--- src/rtl/rca_params.svh ---
// register map, field positions, reset values and limits of the rc converter
`ifndef RCA_PARAMS_SVH
`define RCA_PARAMS_SVH
`define RCA_OFS_RUN    8'h00
`define RCA_OFS_MODE   8'h04
`define RCA_OFS_REF    8'h08
`define RCA_OFS_OSC    8'h0C
`define RCA_OFS_STS    8'h10
`define RCA_OFS_MASK   8'h14
`define RCA_OFS_TEST   8'h18
`define RCA_OFS_INFO   8'h1C
`define RCA_BIT_EN     0
`define RCA_BIT_SRC    1
`define RCA_BIT_MON    0
`define RCA_BIT_TOP    3
`define RCA_STS_DONE   0
`define RCA_STS_REF    1
`define RCA_STS_OSC    2
`define RCA_RST_EN     1'h0
`define RCA_RST_SRC    1'h0
`define RCA_RST_MODE   4'h0
`define RCA_RST_REF    20'h00000
`define RCA_RST_OSC    14'h0000
`define RCA_RST_MASK   3'h0
`define RCA_DEC_MAX    4'h9
`define RCA_TOP_MAX    4'h7
`define RCA_REF_MAX    20'h79999
`define RCA_OSC_MAX    14'h3FFF
`define RCA_IRQ_VECTOR 12'h02F
`define RCA_DRV_RS0    16'h0012
`define RCA_DRV_RT0    16'h0004
`define RCA_DRV_CH0_SECOND_REF_PIN   16'h0018
`define RCA_DRV_CS0    16'h000E
`define RCA_DRV_RS1    16'h0020
`define RCA_DRV_RT1    16'h0040
`define RCA_INV_CH0_SECOND_REF_PIN   16'h0010
`define RCA_INV_CS0    16'h000E
`endif

--- src/rtl/rca_pkg.sv ---
// shared types of the rc converter
`default_nettype none
package rca_pkg;
   typedef logic [3:0] rca_mode_t;
   typedef struct packed {
      logic        conv_enable;
      logic        irq_source_sel;
      logic        count_run_sync;
      rca_mode_t   osc_mode_field;
      logic [19:0] ref_counter;
      logic [13:0] osc_counter;
      logic [2:0]  sts;
      logic [2:0]  mask;
      logic        mon_en;
      logic        mon_out;
      logic [31:0] prdata;
      logic        slverr;
   } rca_top_s;
   typedef struct packed {
      logic [1:0]  sync0;
      logic [1:0]  sync1;
      logic        prev;
      logic        tick;
      logic [5:0]  pin_o;
      logic [5:0]  pin_oe;
   } rca_osc_s;
endpackage : rca_pkg
`default_nettype wire

--- src/rtl/rca_top.sv ---
// rc oscillation converter: counters, control registers and apb slave
//
// Our own choices: register access over APB and the register offsets.
`timescale 1ns/10ps
`default_nettype none
`include "rca_params.svh"
// Function
// - reference counter is a decade counter of system clocks, max 79999.
// - oscillation counter is a 14-bit binary counter of oscillation clocks, max 16383.
// - each counter owns an overflow flag able to raise the converter interrupt.
// - source select bit 1: zero picks reference overflow, one oscillation overflow.
// - the converter interrupt is served at vector 02FH.
// - enable bit clear keeps oscillator stopped and both counters still.
// - setting enable starts the oscillator and counting of both clocks.
// - modes 1 to 4 pick one resistor or capacitor pair, complementary drive; modes 5 and 6 drive one channel 1 resistor pin.
// - modes 0 and 7 stop oscillation and count external input 0 or 1.
// - undriven pins float; top mode bit set floats every pin.
// - at most one oscillation channel runs at any time.
// - a test mode routes the oscillation clock to the monitor pin.
// - counting starts only after the synchronised run signal follows enable.
// - gate overflow clears enable, stops both counters and sets the done flag, which raises the interrupt if its mask bit is set.
module rca_top
   import rca_pkg::*;
(
   input  wire logic        clock,
   input  wire logic        rstn,
   input  wire logic        psel,
   input  wire logic        penable,
   input  wire logic        pwrite,
   input  wire logic [7:0]  paddr,
   input  wire logic [31:0] pwdata,
   output logic [31:0]      prdata,
   output logic             pready,
   output logic             pslverr,
   output logic             conv_done_irq,
   input  wire logic        ch0_ext_clock_in,
   input  wire logic        ch1_ext_clock_in,
   output logic             ch0_ref_resistor_pin_o,
   output logic             ch0_ref_resistor_pin_oe,
   output logic             ch0_sensor_resistor_pin_o,
   output logic             ch0_sensor_resistor_pin_oe,
   output logic             ch0_second_ref_pin_o,
   output logic             ch0_second_ref_pin_oe,
   output logic             ch0_ref_cap_pin_o,
   output logic             ch0_ref_cap_pin_oe,
   output logic             ch1_ref_resistor_pin_o,
   output logic             ch1_ref_resistor_pin_oe,
   output logic             ch1_sensor_resistor_pin_o,
   output logic             ch1_sensor_resistor_pin_oe,
   output logic             osc_monitor_pin
);
   localparam rca_top_s ST_RST = '{
      conv_enable    : `RCA_RST_EN,
      irq_source_sel : `RCA_RST_SRC,
      osc_mode_field : `RCA_RST_MODE,
      ref_counter    : `RCA_RST_REF,
      osc_counter    : `RCA_RST_OSC,
      mask           : `RCA_RST_MASK,
      default        : '0
   };

   rca_top_s    st_r;
   rca_top_s    st_nxt;
   logic        setup;
   logic        wr;
   logic        wr_run;
   logic        wr_mode;
   logic        wr_ref;
   logic        wr_osc;
   logic        wr_sts;
   logic        wr_mask;
   logic        wr_test;
   logic        counting;
   logic        osc_tick;
   logic        osc_level;
   logic [5:0]  osc_o;
   logic [5:0]  osc_oe;
   logic [5:0]  carry;
   logic [19:0] ref_inc;
   logic        ref_ovf;
   logic        osc_ovf;
   logic        gate_ovf;
   logic [2:0]  sts_set;
   logic [31:0] rd_data;
   logic        rd_err;

   // ----------------------------------------
   // apb decode
   // ----------------------------------------
   assign setup   = psel & ~penable;
   assign wr      = psel & penable & pwrite & ~st_r.slverr;
   assign wr_run  = wr & (paddr == `RCA_OFS_RUN);
   assign wr_mode = wr & (paddr == `RCA_OFS_MODE);
   assign wr_ref  = wr & (paddr == `RCA_OFS_REF);
   assign wr_osc  = wr & (paddr == `RCA_OFS_OSC);
   assign wr_sts  = wr & (paddr == `RCA_OFS_STS);
   assign wr_mask = wr & (paddr == `RCA_OFS_MASK);
   assign wr_test = wr & (paddr == `RCA_OFS_TEST);

   always_comb
   begin
      rd_data = 32'h0000_0000;
      rd_err  = 1'b0;
      case (paddr)
         `RCA_OFS_RUN  : rd_data[1:0]  = {st_r.irq_source_sel, st_r.conv_enable};
         `RCA_OFS_MODE : rd_data[3:0]  = st_r.osc_mode_field;
         `RCA_OFS_REF  : rd_data[19:0] = st_r.ref_counter;
         `RCA_OFS_OSC  : rd_data[13:0] = st_r.osc_counter;
         `RCA_OFS_STS  : rd_data[2:0]  = st_r.sts;
         `RCA_OFS_MASK : rd_data[2:0]  = st_r.mask;
         `RCA_OFS_TEST : rd_data[0]    = st_r.mon_en;
         `RCA_OFS_INFO : rd_data[11:0] = `RCA_IRQ_VECTOR;
         default       : rd_err        = 1'b1;
      endcase
   end

   // ----------------------------------------
   // counters
   // ----------------------------------------
   // both counters advance only while enabled and synchronised
   assign counting = st_r.conv_enable & st_r.count_run_sync;

   // decade chain: four digits to 9, top digit to 7
   assign carry[0] = 1'b1;
   for (genvar d = 0; d < 5; d++)
   begin : g_dig
      localparam logic [3:0] DMAX = (d == 4) ? `RCA_TOP_MAX : `RCA_DEC_MAX;
      logic [3:0] dig;
      logic       at_max;
      assign dig    = st_r.ref_counter[4*d +: 4];
      assign at_max = (dig == DMAX);
      assign ref_inc[4*d +: 4] = !carry[d] ? dig : (at_max ? 4'h0 : dig + 4'h1);
      assign carry[d+1] = carry[d] & at_max;
   end

   assign ref_ovf  = counting & carry[5];
   assign osc_ovf  = counting & osc_tick & (st_r.osc_counter == `RCA_OSC_MAX);
   assign gate_ovf = st_r.irq_source_sel ? osc_ovf : ref_ovf;
   assign sts_set  = {osc_ovf, ref_ovf, gate_ovf};

   // ----------------------------------------
   // next state
   // ----------------------------------------
   always_comb
   begin
      st_nxt = st_r;
      if (counting)
      begin
         st_nxt.ref_counter = ref_inc;
         if (osc_tick)
            st_nxt.osc_counter = st_r.osc_counter + 14'h0001;
      end
      if (gate_ovf)
         st_nxt.conv_enable = 1'b0;
      // run follows enable one cycle late and drops at once on overflow
      st_nxt.count_run_sync = st_r.conv_enable & ~gate_ovf;
      // a new event wins over a write-one clear
      st_nxt.sts = (st_r.sts & ~(wr_sts ? pwdata[2:0] : 3'h0)) | sts_set;
      st_nxt.mon_out = st_r.mon_en & osc_level;
      if (wr_run)
      begin
         st_nxt.conv_enable    = pwdata[`RCA_BIT_EN];
         st_nxt.irq_source_sel = pwdata[`RCA_BIT_SRC];
      end
      if (wr_mode)
         st_nxt.osc_mode_field = pwdata[3:0];
      if (wr_ref)
         st_nxt.ref_counter = pwdata[19:0];
      if (wr_osc)
         st_nxt.osc_counter = pwdata[13:0];
      if (wr_mask)
         st_nxt.mask = pwdata[2:0];
      if (wr_test)
         st_nxt.mon_en = pwdata[`RCA_BIT_MON];
      if (setup)
      begin
         st_nxt.prdata = rd_data;
         st_nxt.slverr = rd_err;
      end
   end

   always_ff @(posedge clock or negedge rstn)
   begin
      if (!rstn)
         st_r <= ST_RST;
      else
         st_r <= st_nxt;
   end

   // ----------------------------------------
   // oscillator
   // ----------------------------------------
   rca_osc u_osc
   (
      .clock     (clock),
      .rstn      (rstn),
      .mode      (st_r.osc_mode_field),
      .run       (counting),
      .ext0_in   (ch0_ext_clock_in),
      .ext1_in   (ch1_ext_clock_in),
      .osc_tick  (osc_tick),
      .osc_level (osc_level),
      .pin_o     (osc_o),
      .pin_oe    (osc_oe)
   );

   // ----------------------------------------
   // outputs
   // ----------------------------------------
   assign prdata        = st_r.prdata;
   assign pready        = 1'b1;
   assign pslverr       = psel & penable & st_r.slverr;
   assign conv_done_irq = |(st_r.sts & st_r.mask);
   assign osc_monitor_pin = st_r.mon_out;

   assign ch0_ref_resistor_pin_o     = osc_o[0];
   assign ch0_ref_resistor_pin_oe    = osc_oe[0];
   assign ch0_sensor_resistor_pin_o  = osc_o[1];
   assign ch0_sensor_resistor_pin_oe = osc_oe[1];
   assign ch0_second_ref_pin_o       = osc_o[2];
   assign ch0_second_ref_pin_oe      = osc_oe[2];
   assign ch0_ref_cap_pin_o          = osc_o[3];
   assign ch0_ref_cap_pin_oe         = osc_oe[3];
   assign ch1_ref_resistor_pin_o     = osc_o[4];
   assign ch1_ref_resistor_pin_oe    = osc_oe[4];
   assign ch1_sensor_resistor_pin_o  = osc_o[5];
   assign ch1_sensor_resistor_pin_oe = osc_oe[5];
endmodule : rca_top
`default_nettype wire

--- src/rtl/rca_osc.sv ---
// rc oscillator pin driver and oscillation clock recovery
`timescale 1ns/10ps
`default_nettype none
`include "rca_params.svh"
module rca_osc
   import rca_pkg::*;
(
   input  wire logic       clock,
   input  wire logic       rstn,
   input  wire rca_mode_t  mode,
   input  wire logic       run,
   input  wire logic       ext0_in,
   input  wire logic       ext1_in,
   output logic            osc_tick,
   output logic            osc_level,
   output logic [5:0]      pin_o,
   output logic [5:0]      pin_oe
);
   // pins: rs0, rt0, ch0_second_ref_pin, cs0, rs1, rt1
   localparam logic [15:0] DRV [6] = '{`RCA_DRV_RS0, `RCA_DRV_RT0, `RCA_DRV_CH0_SECOND_REF_PIN,
                                       `RCA_DRV_CS0, `RCA_DRV_RS1, `RCA_DRV_RT1};
   localparam logic [15:0] INV [6] = '{16'h0000, 16'h0000, `RCA_INV_CH0_SECOND_REF_PIN,
                                       `RCA_INV_CS0, 16'h0000, 16'h0000};

   rca_osc_s   st_r;
   rca_osc_s   st_nxt;
   logic       ch1;
   logic       lvl;
   logic [5:0] oe_w;
   logic [5:0] o_w;

   // ----------------------------------------
   // channel choice and pin table
   // ----------------------------------------
   // modes 5 to 7 use channel 1, lower ones channel 0, never both
   assign ch1 = ~mode[`RCA_BIT_TOP] & mode[2] & (mode[1] | mode[0]);
   // top mode bit silences the counted source
   assign lvl = mode[`RCA_BIT_TOP] ? 1'b0 : (ch1 ? st_r.sync1[1] : st_r.sync0[1]);

   for (genvar i = 0; i < 6; i++)
   begin : g_pin
      assign oe_w[i] = run & DRV[i][mode];
      assign o_w[i]  = INV[i][mode] ? lvl : ~lvl;
   end

   // ----------------------------------------
   // state
   // ----------------------------------------
   always_comb
   begin
      st_nxt        = st_r;
      st_nxt.sync0  = {st_r.sync0[0], ext0_in};
      st_nxt.sync1  = {st_r.sync1[0], ext1_in};
      st_nxt.prev   = lvl;
      st_nxt.tick   = run & lvl & ~st_r.prev;
      st_nxt.pin_o  = o_w;
      st_nxt.pin_oe = oe_w;
   end

   always_ff @(posedge clock or negedge rstn)
   begin
      if (!rstn)
         st_r <= '0;
      else
         st_r <= st_nxt;
   end

   assign osc_tick  = st_r.tick;
   assign osc_level = st_r.prev;
   assign pin_o     = st_r.pin_o;
   assign pin_oe    = st_r.pin_oe;
endmodule : rca_osc
`default_nettype wire

--- config.mk ---
export PLATFORM = sky130hd
export DESIGN_NAME = rca_top
export DESIGN_NICKNAME = d
export VERILOG_FILES = /design/src/rtl/rca_pkg.sv /design/src/rtl/rca_top.sv /design/src/rtl/rca_osc.sv
export VERILOG_INCLUDE_DIRS = /design/src /design/src/rtl
export SDC_FILE = /design/constraint.sdc
export NUM_CORES = 1
export LEC_CHECK = 0
export ABC_AREA = 0
export BUFFER_PORTS_ARGS = -buffer_cell sky130_fd_sc_hd__buf_2
export CORE_MARGIN = 2
export CORE_UTILIZATION = 55
export CTS_CLUSTER_DIAMETER = 80
export DETAILED_ROUTE_END_ITERATION = 10
export GPL_TIMING_DRIVEN = 0
export PLACE_DENSITY = 0.8
export REMOVE_ABC_BUFFERS = 1
export SYNTH_ARGS = -nofsm -noshare
export SYNTH_HDL_FRONTEND = slang
export SYNTH_SLANG_ARGS = --single-unit
--- constraint.sdc ---
create_clock -name clock -period 2.1 [get_ports clock]
set_input_delay 0.42 -clock clock [delete_from_list [all_inputs] [get_ports clock]]
set_output_delay 0.42 -clock clock [all_outputs]
set_load 0.05 [all_outputs]
==> results of run 1 <==
## critical path, cell delays in order (launching register included)
cell and delay [ns]:
dfrtp_1 0.46, and4bb_1 0.60, nand4_4 0.22, or4_1 0.50
a31oi_1 0.17
## kinds of logic after synthesis
group,after synthesis,synth area share
muxes,19,0.0469
buffers and inverters,72,0.0919
AOI/OAI and AO/OA,97,0.129
other,2,0.00161
DFF,85,0.456
xor gates and xnor gates,18,0.0338
adders and majority gates,3,0.00750
and+or+nand+nor,194,0.233
## registers in the layout, indices dropped and copies added (netlist names)
register,cells
u_osc.pin_o,3
u_osc.osc_level,1
u_osc.st_nxt,2
prdata,20
st_r,29
u_osc.osc_tick,1
u_osc.st_r,2
u_osc.pin_oe,6
g_dig.dig,20
osc_monitor_pin,1
## how the worst min path moves through the flow
stage | end | slack [ns] | depth (start not counted)
4_1_cts | u_osc.st_nxt[17] | 0.16 | 1
3_5_place_dp | u_osc.st_r[17] | 0.35 | 0
3_3_place_gp | u_osc.st_r[17] | 0.34 | 0
6_report | u_osc.st_nxt[17] | 0.17 | 1
5_1_grt | u_osc.st_nxt[17] | 0.15 | 1
2_1_floorplan | g_dig[0].dig[0] | 0.12 | 0
## layout by cell type, fill, tap and decap left out, types with 5 or more instances in the layout
cell      Yosys  layout
a21oi_1      20      20
a22oi_1       7       7
a31oi_1      13      13
and2_1        5       5
and3_1        8       7
buf_2         7      68
clkbuf_8      0      10
conb_1        2      13
dfrtp_1      85      85
inv_1        13      13
mux2_2       10      10
mux2i_1       8       8
nand2_1      48      48
nand3_1      17      16
nand4_1      17      17
nor2_1       41      41
nor2b_1       6       6
nor3_1        8       8
nor4_1        5       5
o21ai_0      34      34
xnor2_1      12      12
xor2_1        6       6
## report_power, final
part	internal [mW]	total, mW	leakage [nW]	switching (mW)
Clock	0.695	1.28	0.105	0.589
Sequential	1.86	2.17	1.03	0.314
Combinational	0.414	0.977	1.17	0.564
## per-stage QoR
stage / util / hold slack (ns) / total power [mW] / instance area, µm² / setup TNS (ns)
3_5_place_dp: 0.589 / 0.353 / 3.16 / 4840 / -18.47
5_1_grt: 0.618 / 0.151 / 4.63 / 5080 / 0
4_1_cts: 0.617 / 0.159 / 4.43 / 5070 / 0
6_report: 0.618 / 0.166 / 4.43 / 5080 / 0
3_3_place_gp: 0.585 / 0.336 / 3.07 / 4810 / -19.50
2_1_floorplan: - / 0.124 / 2.82 / 4330 / 0
## cell type report
cell class                 instances  area, µm²  area share
clock buffer                      11        141      0.0278
timing repair buffer              71        385      0.0759
tap                              105        131      0.0259
sequential                        85       2130       0.419
clock inverter                     4       72.6      0.0143
multi-input combinational        344       2170       0.428
inverter                          13       48.8     0.00961
## per-layer routing
layer / routed length [µm] / vias up / track usage
met2: 5210 / 154 / 0.383
li1: - / 1775 / -
met5: 0 / - / 0
met1: 4530 / 1845 / 0.326
met3: 788 / 20 / 0.0439
met4: 212 / 0 / 0.0857
## cell usage after synthesis, types with 5 or more instances
| master | n |
|---|---|
| clkbuf_1 | 14 |
| inv_1 | 13 |
| nor2_1 | 41 |
| nor2b_1 | 6 |
| nand4_1 | 17 |
| a31oi_1 | 13 |
| nor4_1 | 5 |
| nand3_1 | 17 |
| mux2_2 | 10 |
| nand2_1 | 48 |
| and2_1 | 5 |
| buf_2 | 7 |
| and3_1 | 8 |
| a22oi_1 | 7 |
| dfrtp_1 | 85 |
| mux2i_1 | 8 |
| xor2_1 | 6 |
| a21oi_1 | 20 |
| o21ai_0 | 34 |
| nor3_1 | 8 |
| buf_4 | 36 |
| xnor2_1 | 12 |
## timing repair
item,in CTS,in global routing
gates resized for setup,2,2
endpoints found under the hold margin,28,0
endpoints found under the setup margin,20,13
hold buffers,1,0
==> metrics, run 1 <==
Vias=3,794; Max Clock Skew=0.00946 ns; pin count of the biggest net entering global routing=58; Top FF cell, synth=dfrtp_1; DRT iter0 DRCs=359; Nets=573; die area=0.00924 mm²; Final min period=2.02 ns; Placer Congestion=0.891; total congestion overflow=0; worst skew pair latency=0.37 ns; total core area=0.00822 mm²; Tightest Pin Transition=1.05 ns; drt drc=0; Ports=95; fmax=494 MHz; Critical Path RT=2.39 ns; total CTS buffers=9; worst hold path type=in2reg; Post-CTS Setup Bufs=0; Async S/R FF share, synth=1.00; initial antenna violation count=0; Max Slew Vio Count=0; DP Cell Count=617; CTS Buffer Depth=2; DP HPWL=7560 µm; post-place setup slack=-0.848 ns; Synth Register Bits=85; Post-synth EDFFs=0; r2r endpoint=g_dig[4].dig[2]; post-synth top area share=0.456; post-route ant nets=0; critical path endpoint=g_dig[4].dig[2]; final worst slack=0.0760 ns; area leader, netlist=dfrtp_1; Rel. slew slack=0.302; R2R setup slack=0.08 ns; Final Setup Violations=0; register area share after synthesis=0.456; first drt pass iteration count=6; RSZ-0062 raised after global routing=no; Mapped Cells=490; synthesized area=0.00467 mm²; Mean Syn Cell Area=9.53 µm²; crit path from=g_dig[0].dig[1]; pwr dens=872 mW/mm²; DR vias/cell=5.99; Final Cycle Share=0.964; Max-Cap Viols=0; PortBufs=69; outcome=completed; top cells by area, synth=dfrtp_1, buf_4, nand2_1; Sink Count=85; hold path start=ch0_ext_clock_in; CTS tree=done; Worst IR Drop VDD=0.000447 V; Syn. warnings=0; Critical Path Source Type=flop; n_diodes=0; Initial Utilization=0.568; P&R area growth vs syn=8.82%; GRT Util Overall=0.239; Non-Filler Instances=633; H-Tree Depth=3; Final Hold Viols=0; Worst-path clk slew=0.08 ns; clk root buf=clkbuf_8; critical path class=reg2reg; Yosys cell types=67; Setup crit end kind=flop; Leak=2.31 nW; reg2reg path depth=4; wire per inst=17.0 µm; Critical Path AT=2.31 ns; layout cells sized above 1=0.210; WL final=10,700 µm; Die Wd=96.1 µm; crit-path max FO=9; fill cell count=692; row count=33; Die Y=96.1 µm; vias in the first global route=3,422; RR Startpoint=g_dig[0].dig[1]; first-pass GRT wire length=16,800 µm
Note: power is estimated with default switching activity, not from simulation.
==> run 2, diff against run 1 <==
--- a/config.mk
+++ b/config.mk
@@ -8,12 +8,14 @@
 export LEC_CHECK = 0
 export ABC_AREA = 0
 export BUFFER_PORTS_ARGS = -buffer_cell sky130_fd_sc_hd__buf_2
+export CELL_PAD_IN_SITES_DETAIL_PLACEMENT = 1
+export CELL_PAD_IN_SITES_GLOBAL_PLACEMENT = 2
 export CORE_MARGIN = 2
-export CORE_UTILIZATION = 55
+export CORE_UTILIZATION = 31
 export CTS_CLUSTER_DIAMETER = 80
 export DETAILED_ROUTE_END_ITERATION = 10
 export GPL_TIMING_DRIVEN = 0
-export PLACE_DENSITY = 0.8
+export PLACE_DENSITY_LB_ADDON = 0.1
 export REMOVE_ABC_BUFFERS = 1
 export SYNTH_ARGS = -nofsm -noshare
 export SYNTH_HDL_FRONTEND = slang
==> constraint.sdc (replaced) <==
create_clock -name clock -period 1.7 [get_ports clock]
set_input_delay 0.34 -clock clock [delete_from_list [all_inputs] [get_ports clock]]
set_output_delay 0.34 -clock clock [all_outputs]
set_load 0.05 [all_outputs]
==> metrics, run 2 (synthesis results as in run 1) <==
fmax=583 MHz (was 494 MHz); n_diodes=0 (unchanged); clk root buf=clkbuf_16 (was clkbuf_8); Vias=3,897 (was 3,794); Nets=605 (was 573); Final Core Density=0.391 (was 0.618); fill cell count=1,704 (was 692); Max Slew Vio Count=0 (unchanged); DP HPWL=9170 µm (was 7560 µm); Largest register FFs=29 (unchanged); most frequent cells in the layout=dfrtp_1, buf_2, nand2_1 (unchanged); Setup crit end kind=flop (unchanged); crit-path max FO=6 (was 9); worst hold path type=in2reg (unchanged); Switching Fraction=0.327 (was 0.331); Critical Path AT=1.98 ns (was 2.31 ns); Final Hold Viols=0 (unchanged); CP bufs+invs=0 (unchanged); Leak=2.54 nW (was 2.31 nW); Critical Path Source Type=flop (unchanged); Sink Count=85 (unchanged); violated checks=setup timing; CTS Buffer Depth=2 (unchanged); WL final=14,600 µm (was 10,700 µm); Tightest Pin Transition=0.588 ns (was 1.05 ns); PortBufs=69 (unchanged); total core area=0.0146 mm² (was 0.00822 mm²); family with the most delay on the worst path=simple AND/OR/NAND/NOR gates (unchanged); Initial Utilization=0.319 (was 0.568); DRT iter0 DRCs=183 (was 359); Design Area, Final=0.00572 mm² (was 0.00508 mm²); TNS Setup=-0.0286 ns (was 0 ns); Top reg by flops=st_r (unchanged); dpl cell area=0.00494 mm² (was 0.00484 mm²); Critical Path RT=1.97 ns (was 2.39 ns); pin count of the biggest net entering global routing=50 (was 58); GRT Util Overall=0.181 (was 0.239); initial antenna violation count=0 (unchanged); P&R area growth vs syn=22.6% (was 8.82%); Final Cycle Share=1.01 (was 0.964); DR vias/cell=5.23 (was 5.99); vias in the first global route=4,004 (was 3,422); Switching Power=2.06 mW (was 1.47 mW); post-route ant nets=0 (unchanged); H-Tree Depth=3 (unchanged); worst skew pair latency=0.35 ns (was 0.37 ns); most common cell after layout, fill and taps aside=dfrtp_1 (unchanged); Worst-path clk slew=0.06 ns (was 0.08 ns); Cell Chain, Critical Path=and4bb_4 > nand4_4 > or4_1 > a31oi_1 (was and4bb_1 > nand4_4 > or4_1 > a31oi_1); combinational share of power=0.247 (was 0.221); die area=0.0161 mm² (was 0.00924 mm²); final worst slack=-0.0146 ns (was 0.0760 ns); slowest stage delay, CP=0.48 ns (was 0.60 ns); outcome=finished with violations (was completed); Tot Pwr=6.30 mW (was 4.43 mW); Final Setup Violations=2 (was 0); drt drc=0 (unchanged); pwr dens=1100 mW/mm² (was 872 mW/mm²); Max Clock Skew=0.00858 ns (was 0.00946 ns); Placer Congestion=0.788 (was 0.891); RSZ-0062 raised after global routing=yes (was no); row count=44 (was 33); first-pass GRT wire length=22,500 µm (was 16,800 µm); total congestion overflow=0 (unchanged); Ports=95 (unchanged); clock group share of total power=0.333 (was 0.290); Die Wd=127 µm (was 96.1 µm); Rel. slew slack=0.608 (was 0.302); layout cells sized above 1=0.301 (was 0.210); Worst IR Drop VDD=0.000419 V (was 0.000447 V); total CTS buffers=9 (unchanged); Die Y=127 µm (was 96.1 µm); critical path class=reg2reg (unchanged); first drt pass iteration count=4 (was 6); Seq pwr share=0.421 (was 0.490); internal power=4.24 mW (was 2.96 mW); slowest CP cell=or4_1 (was and4bb_1); Final min period=1.71 ns (was 2.02 ns); wire per inst=19.6 µm (was 17.0 µm); CTS tree=done (unchanged); Max-Cap Viols=0 (unchanged)
[run 2: final timing paths]
check	startpoint	to	slack, ns	cells past startpoint
setup reg to reg	g_dig[0].dig[1]	g_dig[4].dig[2]	-0.01	4
setup / recovery	g_dig[0].dig[1]	g_dig[4].dig[2]	-0.01	4
hold / removal	ch0_ext_clock_in	u_osc.st_nxt[17]	0.10	1
min in group asynchronous	rstn	prdata[2]	0.52	2
hold reg to reg	u_osc.st_nxt[17]	u_osc.st_r[17]	0.35	0
max in group asynchronous	rstn	g_dig[1].dig[2]	0.53	3
[run 2: metrics by stage]
stage	instances	setup WS (ns)	hold WS (ns)
floorplan	442	-0.297	0.0444
global placement	695	-1.54	0.334
detailed placement	696	-0.920	0.336
CTS	736	-0.0367	0.0871
global route	745	-0.0832	0.0907
finish	745	-0.0146	0.101
[run 2: layer usage]
metal	global-route usage	wire length [µm]	up-vias
li1	-	-	1850
met5	0	0	-
met1	0.255	7200	1954
met2	0.286	6700	77
met4	0.0627	226	0
met3	0.0291	461	16
[run 2: layout make-up]
type / instances / area [µm²] / area share
Clock inverter: 3 / 42.5 / 0.00743
Inverter: 13 / 48.8 / 0.00853
Multi-Input combinational cell: 347 / 2370 / 0.414
Tap cell: 184 / 230 / 0.0402
Clock buffer: 13 / 270 / 0.0472
Sequential cell: 85 / 2130 / 0.373
Timing Repair Buffer: 100 / 626 / 0.109
[run 2: what timing repair did]
| action | in CTS | in global routing |
|---|---|---|
| pin swaps | 12 | 12 |
| endpoints found under the hold margin | 17 | 0 |
| hold buffers | 1 | 0 |
| endpoints found under the setup margin | 53 | 34 |
| cloned | 1 | 2 |
| setup buffers | 22 | 7 |
| resized for setup | 33 | 16 |
[run 2: power by group through the flow]
stage,registers [mW],clock network (mW),logic [mW]
after floorplan,2.65,0,0.837
after global placement,2.72,0,1.18
after detailed placement,2.73,0,1.21
after CTS,2.64,2.15,1.52
after global routing,2.69,2.22,1.71
final,2.65,2.10,1.55
==> run 3, diff against run 2 <==
--- a/config.mk
+++ b/config.mk
@@ -10,7 +10,6 @@
 export BUFFER_PORTS_ARGS = -buffer_cell sky130_fd_sc_hd__buf_2
 export CELL_PAD_IN_SITES_DETAIL_PLACEMENT = 1
 export CELL_PAD_IN_SITES_GLOBAL_PLACEMENT = 2
-export CORE_MARGIN = 2
 export CORE_UTILIZATION = 31
 export CTS_CLUSTER_DIAMETER = 80
 export DETAILED_ROUTE_END_ITERATION = 10
==> metrics, run 3 (synthesis results as in run 1) <==
critical path class=reg2reg (unchanged); DRT iter0 DRCs=171 (was 183); Cell Chain, Critical Path=and4bb_4 > nand4_4 > or4_1 > a31oi_1 (unchanged); total core area=0.0146 mm² (about the same); Tightest Pin Transition=1.15 ns (was 0.588 ns); Max Slew Vio Count=0 (unchanged); most common cell after layout, fill and taps aside=dfrtp_1 (unchanged); Critical Path RT=1.98 ns (was 1.97 ns); Largest register FFs=29 (unchanged); combinational share of power=0.257 (was 0.247); internal power=4.18 mW (was 4.24 mW); WL final=14,300 µm (was 14,600 µm); Tot Pwr=6.30 mW (about the same); Final Hold Viols=0 (unchanged); initial antenna violation count=0 (unchanged); GR Util met3=0.0262 (was 0.0291); first-pass GRT wire length=22,800 µm (was 22,500 µm); vias in the first global route=4,027 (was 4,004); drt drc=0 (unchanged); total CTS buffers=9 (unchanged); first drt pass iteration count=4 (unchanged); RSZ-0062 raised after global routing=yes (unchanged); Worst IR Drop VDD=0.000462 V (was 0.000419 V); Rel. slew slack=0.233 (was 0.608); Final Cycle Share=1.01 (about the same); Leak=2.55 nW (was 2.54 nW); Top reg by flops=st_r (unchanged); layout cells sized above 1=0.301 (about the same); DR vias/cell=5.19 (was 5.23); Final Setup Violations=2 (unchanged); TNS Setup=-0.0431 ns (was -0.0286 ns); CTS Buffer Depth=2 (unchanged); crit-path max FO=4 (was 6); fmax=580 MHz (was 583 MHz); Setup crit end kind=flop (unchanged); Worst-path clk slew=0.07 ns (was 0.06 ns); pin count of the biggest net entering global routing=51 (was 50); H-Tree Depth=3 (unchanged); Final min period=1.72 ns (was 1.71 ns); Max Clock Skew=0.00714 ns (was 0.00858 ns); family with the most delay on the worst path=simple AND/OR/NAND/NOR gates (unchanged); Nets=608 (was 605); Ports=95 (unchanged); final worst slack=-0.0247 ns (was -0.0146 ns); Die Y=125 µm (was 127 µm); Max-Cap Viols=0 (unchanged); P&R area growth vs syn=23.3% (was 22.6%); CP bufs+invs=0 (unchanged); clk root buf=clkbuf_16 (unchanged); Sink Count=85 (unchanged); DP HPWL=9230 µm (was 9170 µm); Critical Path AT=2.00 ns (was 1.98 ns); Initial Utilization=0.320 (was 0.319); worst skew pair latency=0.35 ns (about the same); row count=44 (unchanged); slowest CP cell=or4_1 (unchanged); Vias=3,885 (was 3,897); total congestion overflow=0 (unchanged); n_diodes=0 (unchanged); GRT Util Overall=0.190 (was 0.181); worst hold path type=in2reg (unchanged); Seq pwr share=0.423 (was 0.421); Top Usage Layer GRT=met2 (unchanged); met2 usage=0.297 (was 0.286); Die Wd=125 µm (was 127 µm); Switching Fraction=0.336 (was 0.327); die area=0.0156 mm² (was 0.0161 mm²); post-route ant nets=0 (unchanged); most frequent cells in the layout=dfrtp_1, buf_2, nand2_1 (unchanged); wire per inst=19.1 µm (was 19.6 µm); violated checks=setup timing (unchanged); Critical Path Source Type=flop (unchanged); Placer Congestion=0.774 (was 0.788); slowest stage delay, CP=0.48 ns (about the same); PortBufs=69 (unchanged); clock group share of total power=0.319 (was 0.333); Global Route met1 Usage=0.266 (was 0.255); Switching Power=2.12 mW (was 2.06 mW); CTS tree=done (unchanged); pwr dens=1090 mW/mm² (was 1100 mW/mm²); outcome=finished with violations (unchanged)
## run 3: cell types whose count changed in the layout (fill, tap and decap cells not counted), sizes merged
cell | previous run | this run
buf | 99 | 103
clkbuf | 13 | 11
clkinv | 1 | 3
and3 | 9 | 8
clkinvlp | 1 | 2
nand3 | 19 | 18
## run 3: area by class of cell
type / instances / area [µm²]
Clock inverter: 6 / 63.8
Timing Repair Buffer: 105 / 686
Clock buffer: 10 / 229
Sequential cell: 85 / 2130
Tap cell: 184 / 230
Inverter: 13 / 48.8
Multi-Input combinational cell: 345 / 2370
Fill cell: 1670 / 8830
## run 3: per-stage QoR
| step | std cells | instance area, µm² | worst slack [ns] | hold slack (ns) | utilization |
|---|---|---|---|---|---|
| finish | 748 | 5760 | -0.0247 | 0.0897 | 0.395 |
| detailed placement | 696 | 4940 | -0.895 | 0.341 | 0.339 |
| global placement | 695 | 4900 | -1.44 | 0.334 | 0.336 |
| global route | 748 | 5760 | -0.118 | 0.0849 | 0.395 |
| CTS | 736 | 5580 | -0.0567 | 0.0764 | 0.383 |
| floorplan | 442 | 4330 | -0.297 | 0.0444 | - |
## run 3: path summary, 6_finish.rpt
check / from / end / slack, ns / depth (start not counted)
worst max-delay path: g_dig[0].dig[2] / g_dig[4].dig[2] / -0.02 / 4
worst min-delay path: ch1_ext_clock_in / u_osc.st_nxt[15] / 0.09 / 1
worst max register to register: g_dig[0].dig[2] / g_dig[4].dig[2] / -0.02 / 4
worst min register to register: u_osc.st_nxt[15] / u_osc.st_r[15] / 0.35 / 0
max in group asynchronous: rstn / g_dig[0].dig[1] / 0.54 / 3
min in group asynchronous: rstn / prdata[1] / 0.50 / 2
## run 3: layer usage
metal,part of all wire,vias to the layer above
met3,0.032,12
met1,0.49,1936
li1,-,1860
met2,0.47,77
met5,0,-
met4,0.014,0
## run 3: timing repair
action | in CTS | in global routing
gates resized for setup | 36 | 18
pin swaps | 10 | 16
endpoints found under the hold margin | 16 | 0
gates cloned | 1 | 0
setup buffers | 22 | 12
setup endpoints to repair | 54 | 43
hold buffers | 1 | 0
## run 3: worst register-to-register path, delay by kind of cell (launching register included)
kind	cells	cell delay, ns
AO/OA/AOI/OAI	1	0.17
flip-flops	1	0.43
AND/OR/NAND/NOR	3	1.04
## run 3: power by group through the flow
stage	combinational, mW	clock (mW)	sequential, mW
2_1_floorplan	0.837	0	2.65
3_3_place_gp	1.17	0	2.73
3_5_place_dp	1.22	0	2.74
4_1_cts	1.48	2.06	2.67
5_1_grt	1.78	2.13	2.71
6_report	1.62	2.01	2.67
